[src/hw/xcvr_ctrl_defines.vh]
// register map, field positions, synchroniser depth and turnaround length of the transceiver controller
// assumes inclusion by bare name from the design files
`ifndef XCVR_CTRL_DEFINES_VH
`define XCVR_CTRL_DEFINES_VH
`define ADR_CTRL 4'h0
`define ADR_TXDATA 4'h1
`define ADR_STATUS 4'h2
`define ADR_RXHIST 4'h3
`define CTRL_RX_BIT 0
`define CTRL_LOW_POWER_HOLD_BIT 1
`define CTRL_ATTACH_BIT 2
`define CTRL_SPEED_BIT 3
`define CTRL_DIFF_BIT 4
`define CTRL_RESET 32'h0000_0001
`define TX_PLUS_BIT 0
`define TX_MINUS_BIT 1
`define ST_RX_BIT 0
`define ST_PLUS_BIT 1
`define ST_MINUS_BIT 2
`define ST_SE0_BIT 3
`define ST_FULL_BIT 4
`define ST_ILLEGAL_BIT 5
`define ST_TURN_BIT 6
`define SYNC_DEPTH 3
`define SYNC_PINS 3
`define TURN_CYCLES 4'h4
`endif

[src/hw/xcvr_ctrl.v]
// controller driving a low/full speed transceiver through its logic pins
// assumes transceiver pins are asynchronous to core_clk; software on classic wishbone
//
// Overview of operation
// RL1: to receive, hold direction select high and suspend low; the transceiver then drives the line levels and rx level.
// RL2: in receive the line levels follow the bus lines and rx level is 0 for J-low pair and 1 for the opposite.
// RL3: a bus with both lines low gives both line levels low while rx level keeps its value from before.
// RL4: to transmit, hold direction select low and suspend low; the transceiver drives the bus and reads the line pins.
// RL5: differential transmit needs mode high, direction and suspend low and data on both line pins.
// RL6: single-ended transmit needs mode, suspend, direction and the minus pin low, data on the plus pin.
// RL7: with suspend high the bus floats, rx level reads 0 and the line-level pins stay outputs of the transceiver.
// RL8: the bus pull-up is connected only while the attach control is high.
// RL9: in differential transmit the bus follows the two line pins, both low giving SE0.
// RL10: in single-ended transmit a high minus pin forces SE0 on the bus.
// RL11: the speed select puts the pull-up on D+ when high and on D- when low.
`timescale 1ns/1ps
`include "xcvr_ctrl_defines.vh"
module xcvr_ctrl (
  input wire core_clk, // core clock, 250 MHz
  input wire resetn, // synchronous reset, active low
  input wire wb_cyc_i, // wishbone cycle
  input wire wb_stb_i, // wishbone strobe
  input wire wb_we_i, // wishbone write enable
  input wire [3:0] wb_adr_i, // wishbone word address
  input wire [3:0] wb_sel_i, // wishbone byte selects
  input wire [31:0] wb_dat_i, // wishbone write data
  output reg [31:0] wb_dat_o, // wishbone read data
  output reg wb_ack_o, // wishbone acknowledge
  output reg dir_rx_q, // direction select, high to receive
  output reg low_power_hold_q, // suspend select
  output reg attach_q, // attach control for the pull-up
  output reg speed_full_q, // speed select, high for full speed
  output reg mode_diff_q, // mode select, high for differential input
  input wire line_plus_level_i, // plus line pin, input side
  output reg line_plus_level_o, // plus line pin, output side
  output reg line_plus_level_oe_n, // plus line output enable, low drives
  input wire line_minus_level_i, // minus line pin, input side
  output reg line_minus_level_o, // minus line pin, output side
  output reg line_minus_level_oe_n, // minus line output enable, low drives
  input wire rx_diff_level // received differential level pin
);
  localparam ST_RX = 3'b001;
  localparam ST_TURN = 3'b010;
  localparam ST_TX = 3'b100;

  reg [31:0] ctrl_q;
  reg [1:0] txdata_q;
  reg [2:0] state_q;
  reg [2:0] state_d;
  reg [3:0] turn_q;
  reg [7:0] hist_q;
  reg rx_prev_q;
  reg rx_prev_d;
  reg [7:0] hist_d;
  reg [3:0] turn_d;
  reg [31:0] rd_d;
  reg ack_d;
  reg [31:0] ctrl_d;
  reg [1:0] txdata_d;
  reg dir_rx_d;
  reg low_power_hold_d;
  reg attach_d;
  reg speed_d;
  reg mode_d;
  reg line_oe_n_d;
  reg line_plus_d;
  reg line_minus_d;
  wire [`SYNC_PINS-1:0] pin_raw;
  wire [`SYNC_PINS-1:0] pin_s;
  wire plus_s;
  wire minus_s;
  wire rcv_s;
  wire se0_s;
  wire want_rx;
  wire take_wr;
  wire take_rd;
  reg [31:0] status_word;

  // all three transceiver outputs are asynchronous to core_clk
  assign pin_raw = {rx_diff_level, line_minus_level_i, line_plus_level_i};
  assign plus_s = pin_s[0];
  assign minus_s = pin_s[1];
  assign rcv_s = pin_s[2];

  genvar gi;
  generate
    for (gi = 0; gi < `SYNC_PINS; gi = gi + 1) begin : g_sync
      pin_sync3 u_sync (
        .core_clk(core_clk),
        .resetn(resetn),
        .pin_in(pin_raw[gi]),
        .level_q(pin_s[gi])
      );
    end
  endgenerate

  function sel_hit;
    input [3:0] adr;
    input [3:0] want;
    begin
      sel_hit = (adr == want);
    end
  endfunction

  assign take_wr = wb_cyc_i & wb_stb_i & wb_we_i & ~wb_ack_o;
  assign take_rd = wb_cyc_i & wb_stb_i & ~wb_we_i & ~wb_ack_o;
  assign want_rx = ctrl_q[`CTRL_RX_BIT];
  // RL3 se0 seen on the line levels
  assign se0_s = ~plus_s & ~minus_s;

  // status word, live line view
  always @* begin
    status_word = 32'h00000000;
    status_word[`ST_RX_BIT] = rcv_s;
    status_word[`ST_PLUS_BIT] = plus_s;
    status_word[`ST_MINUS_BIT] = minus_s;
    status_word[`ST_SE0_BIT] = se0_s;
    status_word[`ST_FULL_BIT] = speed_full_q;
    status_word[`ST_ILLEGAL_BIT] = plus_s & minus_s;
    status_word[`ST_TURN_BIT] = (state_q == ST_TURN);
  end

  // next values of the software registers
  always @* begin
    ctrl_d = ctrl_q;
    txdata_d = txdata_q;
    if (take_wr && wb_sel_i[0]) begin
      if (sel_hit(wb_adr_i, `ADR_CTRL))
        ctrl_d = {24'h000000, 3'h0, wb_dat_i[4:0]};
      if (sel_hit(wb_adr_i, `ADR_TXDATA))
        txdata_d = wb_dat_i[1:0];
    end
  end

  always @(posedge core_clk) begin
    if (!resetn) begin
      ctrl_q <= `CTRL_RESET;
      txdata_q <= 2'h0;
    end else begin
      ctrl_q <= ctrl_d;
      txdata_q <= txdata_d;
    end
  end

  // read data, unmapped words read as zero
  always @* begin
    case (wb_adr_i)
      `ADR_CTRL: rd_d = ctrl_q;
      `ADR_TXDATA: rd_d = {30'h00000000, txdata_q};
      `ADR_STATUS: rd_d = status_word;
      `ADR_RXHIST: rd_d = {24'h000000, hist_q};
      default: rd_d = 32'h00000000;
    endcase
  end

  // ack one cycle after the request, never two cycles in a row
  always @* begin
    ack_d = wb_cyc_i & wb_stb_i & ~wb_ack_o;
  end

  always @(posedge core_clk) begin
    if (!resetn) begin
      wb_ack_o <= 1'b0;
      wb_dat_o <= 32'h00000000;
    end else begin
      wb_ack_o <= ack_d;
      if (take_rd)
        wb_dat_o <= rd_d;
    end
  end

  // receive history: rcv shifted in on each change, frozen through se0, suspend, turnaround and transmit
  always @* begin
    hist_d = hist_q;
    rx_prev_d = rx_prev_q;
    if (state_q == ST_RX && !low_power_hold_q && !se0_s) begin
      rx_prev_d = rcv_s;
      if (rcv_s != rx_prev_q)
        hist_d = {hist_q[6:0], rcv_s};
    end
  end

  always @(posedge core_clk) begin
    if (!resetn) begin
      hist_q <= 8'h00;
      rx_prev_q <= 1'b0;
    end else begin
      hist_q <= hist_d;
      rx_prev_q <= rx_prev_d;
    end
  end

  // direction turnaround: keep the line pins released for a while before transmit; leaving transmit releases them as direction goes high
  always @* begin
    state_d = state_q;
    case (state_q)
      ST_RX: begin
        if (!want_rx)
          state_d = ST_TURN;
      end
      ST_TURN: begin
        if (turn_q == `TURN_CYCLES)
          state_d = want_rx ? ST_RX : ST_TX;
      end
      ST_TX: begin
        if (want_rx)
          state_d = ST_TURN;
      end
      default: state_d = ST_RX;
    endcase
  end

  // turn counter runs only while the state stays in turnaround
  always @* begin
    if (state_q == ST_TURN && state_d == ST_TURN)
      turn_d = turn_q + 4'h1;
    else
      turn_d = 4'h0;
  end

  always @(posedge core_clk) begin
    if (!resetn) begin
      state_q <= ST_RX;
      turn_q <= 4'h0;
    end else begin
      state_q <= state_d;
      turn_q <= turn_d;
    end
  end

  // next values of the transceiver select pins
  always @* begin
    // RL7 suspend select
    low_power_hold_d = ctrl_q[`CTRL_LOW_POWER_HOLD_BIT];
    // RL8 pull-up attach
    attach_d = ctrl_q[`CTRL_ATTACH_BIT];
    // RL11 pull-up side
    speed_d = ctrl_q[`CTRL_SPEED_BIT];
    // RL5 RL6 input mode select
    mode_d = ctrl_q[`CTRL_DIFF_BIT];
  end

  // next drive of the line pins and the direction select
  always @* begin
    dir_rx_d = 1'b1;
    line_oe_n_d = 1'b1;
    line_plus_d = 1'b0;
    line_minus_d = 1'b0;
    case (state_d)
      ST_TX: begin
        // RL1 RL4 direction low only once turnaround is over
        dir_rx_d = 1'b0;
        // RL7 suspend keeps the pins released
        if (!ctrl_q[`CTRL_LOW_POWER_HOLD_BIT]) begin
          line_oe_n_d = 1'b0;
          // RL5 RL9 differential: data on both pins
          // RL6 RL10 single ended: plus carries data, minus high forces se0
          line_plus_d = txdata_q[`TX_PLUS_BIT];
          line_minus_d = txdata_q[`TX_MINUS_BIT];
        end
      end
      // RL2 RL3 receive and turnaround leave the pins to the transceiver
      ST_RX: dir_rx_d = 1'b1;
      ST_TURN: dir_rx_d = 1'b1;
      default: dir_rx_d = 1'b1;
    endcase
  end

  // transceiver control pins
  always @(posedge core_clk) begin
    if (!resetn) begin
      dir_rx_q <= 1'b1;
      low_power_hold_q <= 1'b0;
      attach_q <= 1'b0;
      speed_full_q <= 1'b0;
      mode_diff_q <= 1'b0;
      line_plus_level_o <= 1'b0;
      line_minus_level_o <= 1'b0;
      line_plus_level_oe_n <= 1'b1;
      line_minus_level_oe_n <= 1'b1;
    end else begin
      low_power_hold_q <= low_power_hold_d;
      attach_q <= attach_d;
      speed_full_q <= speed_d;
      mode_diff_q <= mode_d;
      // RL1 RL4 direction select
      dir_rx_q <= dir_rx_d;
      // RL2 RL7 both pins released or driven together
      line_plus_level_oe_n <= line_oe_n_d;
      line_minus_level_oe_n <= line_oe_n_d;
      line_plus_level_o <= line_plus_d;
      line_minus_level_o <= line_minus_d;
    end
  end
endmodule

[src/hw/pin_sync3.v]
// three-stage synchroniser for one pin with agreement filter
// assumes an asynchronous pin and the core clock domain
`timescale 1ns/1ps
`include "xcvr_ctrl_defines.vh"
module pin_sync3 (
  input wire core_clk, // core clock
  input wire resetn, // synchronous reset, active low
  input wire pin_in, // raw pin level
  output reg level_q // filtered level
);
  reg [`SYNC_DEPTH-1:0] sync_q;
  always @(posedge core_clk) begin
    if (!resetn) begin
      sync_q <= {`SYNC_DEPTH{1'b0}};
      level_q <= 1'b0;
    end else begin
      sync_q <= {sync_q[`SYNC_DEPTH-2:0], pin_in};
      // level changes only once stages two and three agree
      if (sync_q[1] == sync_q[2])
        level_q <= sync_q[2];
    end
  end
endmodule

[config.mk]
export PLATFORM = sky130hd
export DESIGN_NAME = xcvr_ctrl
export DESIGN_NICKNAME = d
export VERILOG_FILES = /design/src/hw/xcvr_ctrl.v /design/src/hw/pin_sync3.v
export VERILOG_INCLUDE_DIRS = /design/src /design/src/hw
export SDC_FILE = /design/constraint.sdc
export NUM_CORES = 1
export LEC_CHECK = 0
export BUFFER_PORTS_ARGS = -buffer_cell sky130_fd_sc_hd__buf_2
export CAP_MARGIN = 10
export CORE_MARGIN = 1.5
export CORE_UTILIZATION = 36
export CTS_CLUSTER_DIAMETER = 120
export CTS_CLUSTER_SIZE = 16
export DETAILED_ROUTE_END_ITERATION = 16
export PLACE_DENSITY = 0.63
export SYNTH_ARGS = -nofsm -noshare
export SYNTH_HDL_FRONTEND = slang
export SYNTH_SLANG_ARGS = --single-unit
[constraint.sdc]
create_clock -name core_clk -period 1.6 [get_ports core_clk]
set_clock_uncertainty 0.15 [all_clocks]
set_input_delay 0.16 -clock core_clk [delete_from_list [all_inputs] [get_ports core_clk]]
set_output_delay 0.16 -clock core_clk [all_outputs]
set_load 0.005 [all_outputs]
Yosys cells after proc, flatten, opt, wreduce, memory -nomap -nowiden
Cells that the tools add are included.
{"block": "op_classes", "addsub": 1, "eq_ne": 13, "mux": 8, "bitwise_logic": 14, "n_reduce_logical": 13}
{"cell": "$pmux W8 S4", "n": 1}
{"cell": "$mux W3", "n": 4}
{"cell": "$reduce_and A2 Y1", "n": 5}
{"cell": "$pmux W3 S3", "n": 1}
{"cell": "$and A1 B1 Y1", "n": 8}
{"cell": "$eq A4 B2 Y1 const B", "n": 2}
{"cell": "$eq A3 B2 Y1 const B", "n": 2}
{"cell": "$eq A3 B3 Y1 const B", "n": 2}
{"cell": "$not A1 Y1", "n": 6}
{"cell": "$add A4 B1 Y4 const B", "n": 1}
{"cell": "$eq A4 B1 Y1 const B", "n": 1}
{"cell": "$eq A4 B3 Y1 const B", "n": 1}
{"cell": "$logic_and A1 B1 Y1", "n": 4}
{"cell": "$logic_not A4 Y1", "n": 1}
{"cell": "$eq A1 B1 Y1", "n": 3}
{"cell": "$eq A3 B1 Y1 const B", "n": 1}
{"cell": "$reduce_or A3 Y1", "n": 1}
{"cell": "$logic_not A1 Y1", "n": 2}
{"cell": "$mux W1", "n": 2}
{"cell": "$ne A1 B1 Y1", "n": 1}
{"block": "totals", "regBits": 76, "input_bits": 48, "output_inout_bits": 42, "word_cells": 71}

Depth between registers and ports, before layout
{"block": "logic_depth", "ltp_word": 6, "mapped_depth": 5}

Hierarchy
From an unflattened synthesis, not the netlist that was laid out.
{"block": "hier_totals", "cells_unflattened": 241, "area_unflattened_um2": 2285.9}
{"mod": "xcvr_ctrl", "n_inst": 1, "cells_per_inst": 211, "area_per_inst_um2": 1936.9, "seq_area_each_um2": 800.8}
{"mod": "pin_sync3", "n_inst": 3, "cells_per_inst": 10, "area_per_inst_um2": 116.4, "seq_area_each_um2": 80.1}

Worst setup path after synthesis
Ideal clock, no wire load.
{"block": "synth_path", "kind": "register -> register", "from": "reg state_q[1]", "to": "reg hist_q[0]", "arrival_ns": 1.157, "slack_ns": 0.168, "stages_incl_launch_ff": 5, "path_buffers": 1, "period_less_slack_ns": 1.432, "cell_sequence": "dfxtp_1 > buf_2 > or4b_1 > o21ai_1 > a31oi_1"}
{"block": "synth_between", "elab_chain_cells": 4}
{"item": "start: declaration", "line": "xcvr_ctrl.v:48", "source": "reg [2:0] state_q;"}
{"item": "start signal: assignment", "line": "xcvr_ctrl.v:226", "source": "state_q <= state_d;"}
{"item": "$eq A3 B1 Y1", "line": "xcvr_ctrl.v:176", "source": "if (state_q == ST_RX && !low_power_hold_q && !se0_s) begin"}
{"item": "$logic_and A1 B1 Y1 (2 in a row)", "line": "xcvr_ctrl.v:176"}
{"item": "$reduce_and A2 Y1 (no line)"}
{"item": "end signal: assignment", "line": "xcvr_ctrl.v:188", "source": "hist_q <= hist_d;"}
{"item": "end: declaration", "line": "xcvr_ctrl.v:51", "source": "reg [7:0] hist_q;"}
No other way between the ends.
A chain may end at the register's enable or synchronous reset.

Final worst setup path
{"block": "layout_path", "from": "reg turn_q[0]", "to": "reg line_minus_level_o"}
{"block": "layout_between", "elab_chain_cells": 6}
{"item": "start: declaration", "line": "xcvr_ctrl.v:50", "source": "reg [3:0] turn_q;"}
{"item": "start signal: assignment", "line": "xcvr_ctrl.v:227", "source": "turn_q <= turn_d;"}
{"item": "$eq A4 B3 Y1 (no line)"}
{"item": "$mux W3", "line": "xcvr_ctrl.v:202", "source": "if (turn_q == `TURN_CYCLES)"}
{"item": "$pmux W3 S3", "line": "xcvr_ctrl.v:196", "source": "case (state_q)"}
{"item": "$eq A3 B3 Y1", "line": "xcvr_ctrl.v:249", "source": "case (state_d)"}
{"item": "$not A1 Y1 (no line)"}
{"item": "$reduce_or A3 Y1 (no line)"}
{"item": "end signal: assignment", "line": "xcvr_ctrl.v:292", "source": "line_minus_level_o <= line_minus_d;"}
{"item": "end: declaration", "line": "xcvr_ctrl.v:38", "source": "output reg line_minus_level_o,"}
No other way between the ends.

==> flow_summary.ini <==
[timing]
setup_viol = 0
period_needed_ns = 1.47
rsz0062_at_grt = no
drv_slew = 0
hold_viol = 0
fmax_mhz = 680
setup-tns-final_ns = 0
finalCritPeriodShare_pct = 91.9

[synth]
synth_ff_type = dfxtp_1
synth_edf_count = 0
yosys_warnings = 0
synth_area_leaders = dfxtp_1 46%, buf_4 8.3%, mux2i_1 6.2%
yosys.area.top_type_share_pct = 46.3
synth_cell_types = 48
synthCells = 239
async_reset_ff_share_pct = 0
yosys.area.top_type = dfxtp_1
ys_seq_area_share_pct = 46.3
netlist_area_um2 = 2250
ys_ff_latch = 52
synth.avg_cell_area_um2 = 9.41

[placed_design]
port_buffers = 35
hpwl_mm = 3.32
gp_congestion = 0.778

[flow_run]
drv_cap = 0

[route]
drt_iter0_drc = 64
num_vias = 1710
vias_per_cell = 4.68
post_drt_wl_per_cell_um = 12.2
drt_first_pass_iters = 4
ant_nets = 0
route.detailed.drc = 0
totalWireLength_mm = 4.45

[layout]
layout-drive-gt1-share_pct = 20.0
final_common_cell = dfxtp_1
diodes = 0
final_cell_mix = 52 x dfxtp_1, 35 x buf_2, 26 x nand2_1, 24 x conb_1, 14 x mux2i_1
fin_util_pct = 44.2
fillers = 584
area.growth.synth_to_final_pct = 17.7
final_nets = 339

[power_and_ir_drop]
p_sw_mw = 0.492
p_int_mw = 1.83
cellPowerDensity_nw_per_um2 = 877
ir_drop_mv = 0.298
power_switching_share_pct = 21.2
pwr-share-seq_pct = 56.6
p_clk_share_pct = 37.8
pwr-share-comb_pct = 5.5
p_leak_nw = 1.22

[global_route]
overflow = 0
grt_max_degree = 23
grt_pass1_wl_mm = 7.08
grt_usage_pct = 14.0
grt_pass1_vias = 1464
antenna_found_initial = 0

[clocking]
clock_path_buffers = 2
numCtsBuffers = 5
htreeDepth = 2
clkLatencyLatePin_ns = 0.30
cts-root-buf = clkbuf_8
clock-sinks = 52
cts_tree = built
clkSlewWorstSetupHoldPaths_ns = 0.09
cts_setup_buffers = 0

[setup_path]
start_kind = register
crit_type = reg2reg
cp-end-kind = register
arrival_ns = 1.51
crit_required_ns = 1.64
cp_max_fo = 5

[floorplanning]
die_y_um = 82.1
row_count = 28
initial_core_util_pct = 37.6
fp.dieW_um = 82.1
die-area_um2 = 6730
core_um2 = 5990
io_pins = 90

[hold_path]
hp-class = in2reg

[outcome]
status = finished, final reports clean
## area by class of cell
cell class	instances	area, um2	area share (%)
clock buffer	6	72.6	2.74
clock inverter	2	35.0	1.32
inverter	12	45.0	1.70
multi-input combinational	164	1020	38.5
sequential	52	1040	39.3
tap	75	93.8	3.54
timing repair buffer	54	340	12.8
## synth_stat cells (all sizes together), types with 2 or more instances
cell type / n
nand4: 2
xnor2: 2
nand3b: 2
nor3: 4
nand2: 26
inv: 10
a21oi: 6
o21ai: 14
dfxtp: 52
nand3: 12
a221oi: 2
xor2: 2
clkinv: 2
mux4: 2
and3b: 2
a31oi: 2
a32oi: 2
nor2b: 3
and2: 11
nor4b: 2
clkbuf: 3
buf: 31
and3: 2
nor2: 10
mux2i: 14
ha: 2
## per-layer routing
layer | wire [um] | track usage [%]
met2 | 2020 | 21.4
met5 | 0 | 0
met1 | 2160 | 18.9
met3 | 180 | 3.00
met4 | 83 | 6.10
## power groups by stage
stage                     Combinational, mW  Sequential [mW]  Clock (mW)
after floorplan                       0.110             1.34           0
after global placement                0.111             1.35           0
after detailed placement              0.111             1.34           0
after CTS                             0.127             1.32       0.897
after global routing                  0.146             1.32       0.957
final                                 0.128             1.32       0.879
## metrics by stage
step / area, um2 / setup WS (ns) / hold WS (ns) / instances / power [mW]
after floorplan: 2340 / 0.168 / 0.137 / 262 / 1.45
after global placement: 2450 / 0.140 / 0.227 / 348 / 1.46
after detailed placement: 2450 / 0.127 / 0.226 / 348 / 1.46
after CTS: 2640 / 0.115 / 0.00619 / 364 / 2.34
after global routing: 2650 / 0.00518 / 0.126 / 365 / 2.42
final: 2650 / 0.129 / 0.0917 / 365 / 2.32
## cells by family after synthesis
group                      Yosys count  synth area share, %
and+or+nand+nor                     87                 22.1
DFF                                 52                 46.3
buffers and inverters               46                 12.2
AOI/OAI and AO/OA                   30                 7.84
muxes                               17                 8.73
xor gates and xnor gates             4                 1.56
adders and majority gates            2                 1.11
other                                1                0.167
## critical path: stages (launching register included)
cell     delay [ns]
dfxtp_1        0.38
inv_1          0.06
ha_1           0.20
and3b_1        0.18
a21oi_1        0.29
nor3_1         0.10
## flip-flops by register name (all words and copies together), names as in the netlist, 2 cells and up
signal                 count
ctrl_q                     5
state_q                    3
hist_q                     8
txdata_q                   2
g_sync.u_sync.level_q      3
turn_q                     4
g_sync.u_sync.sync_q       9
wb_dat_o                   8
## repair_timing
item / CTS / global route
resized for setup: 0 / 0
endpoints found under the hold margin: 10 / 1
hold buffers: 8 / 1
## final timing paths
| kind | start | end | slack (ns) | cells after the start |
|---|---|---|---|---|
| worst min-delay path | wb_adr_i[2] | wb_dat_o[6] | 0.09 | 3 |
| worst min register to register | g_sync[2].u_sync.sync_q[0] | g_sync[2].u_sync.sync_q[1] | 0.29 | 1 |
| worst max register to register | turn_q[0] | line_minus_level_o | 0.13 | 5 |
| worst max-delay path | turn_q[0] | line_minus_level_o | 0.13 | 5 |
(Power assumes the default switching activity.)
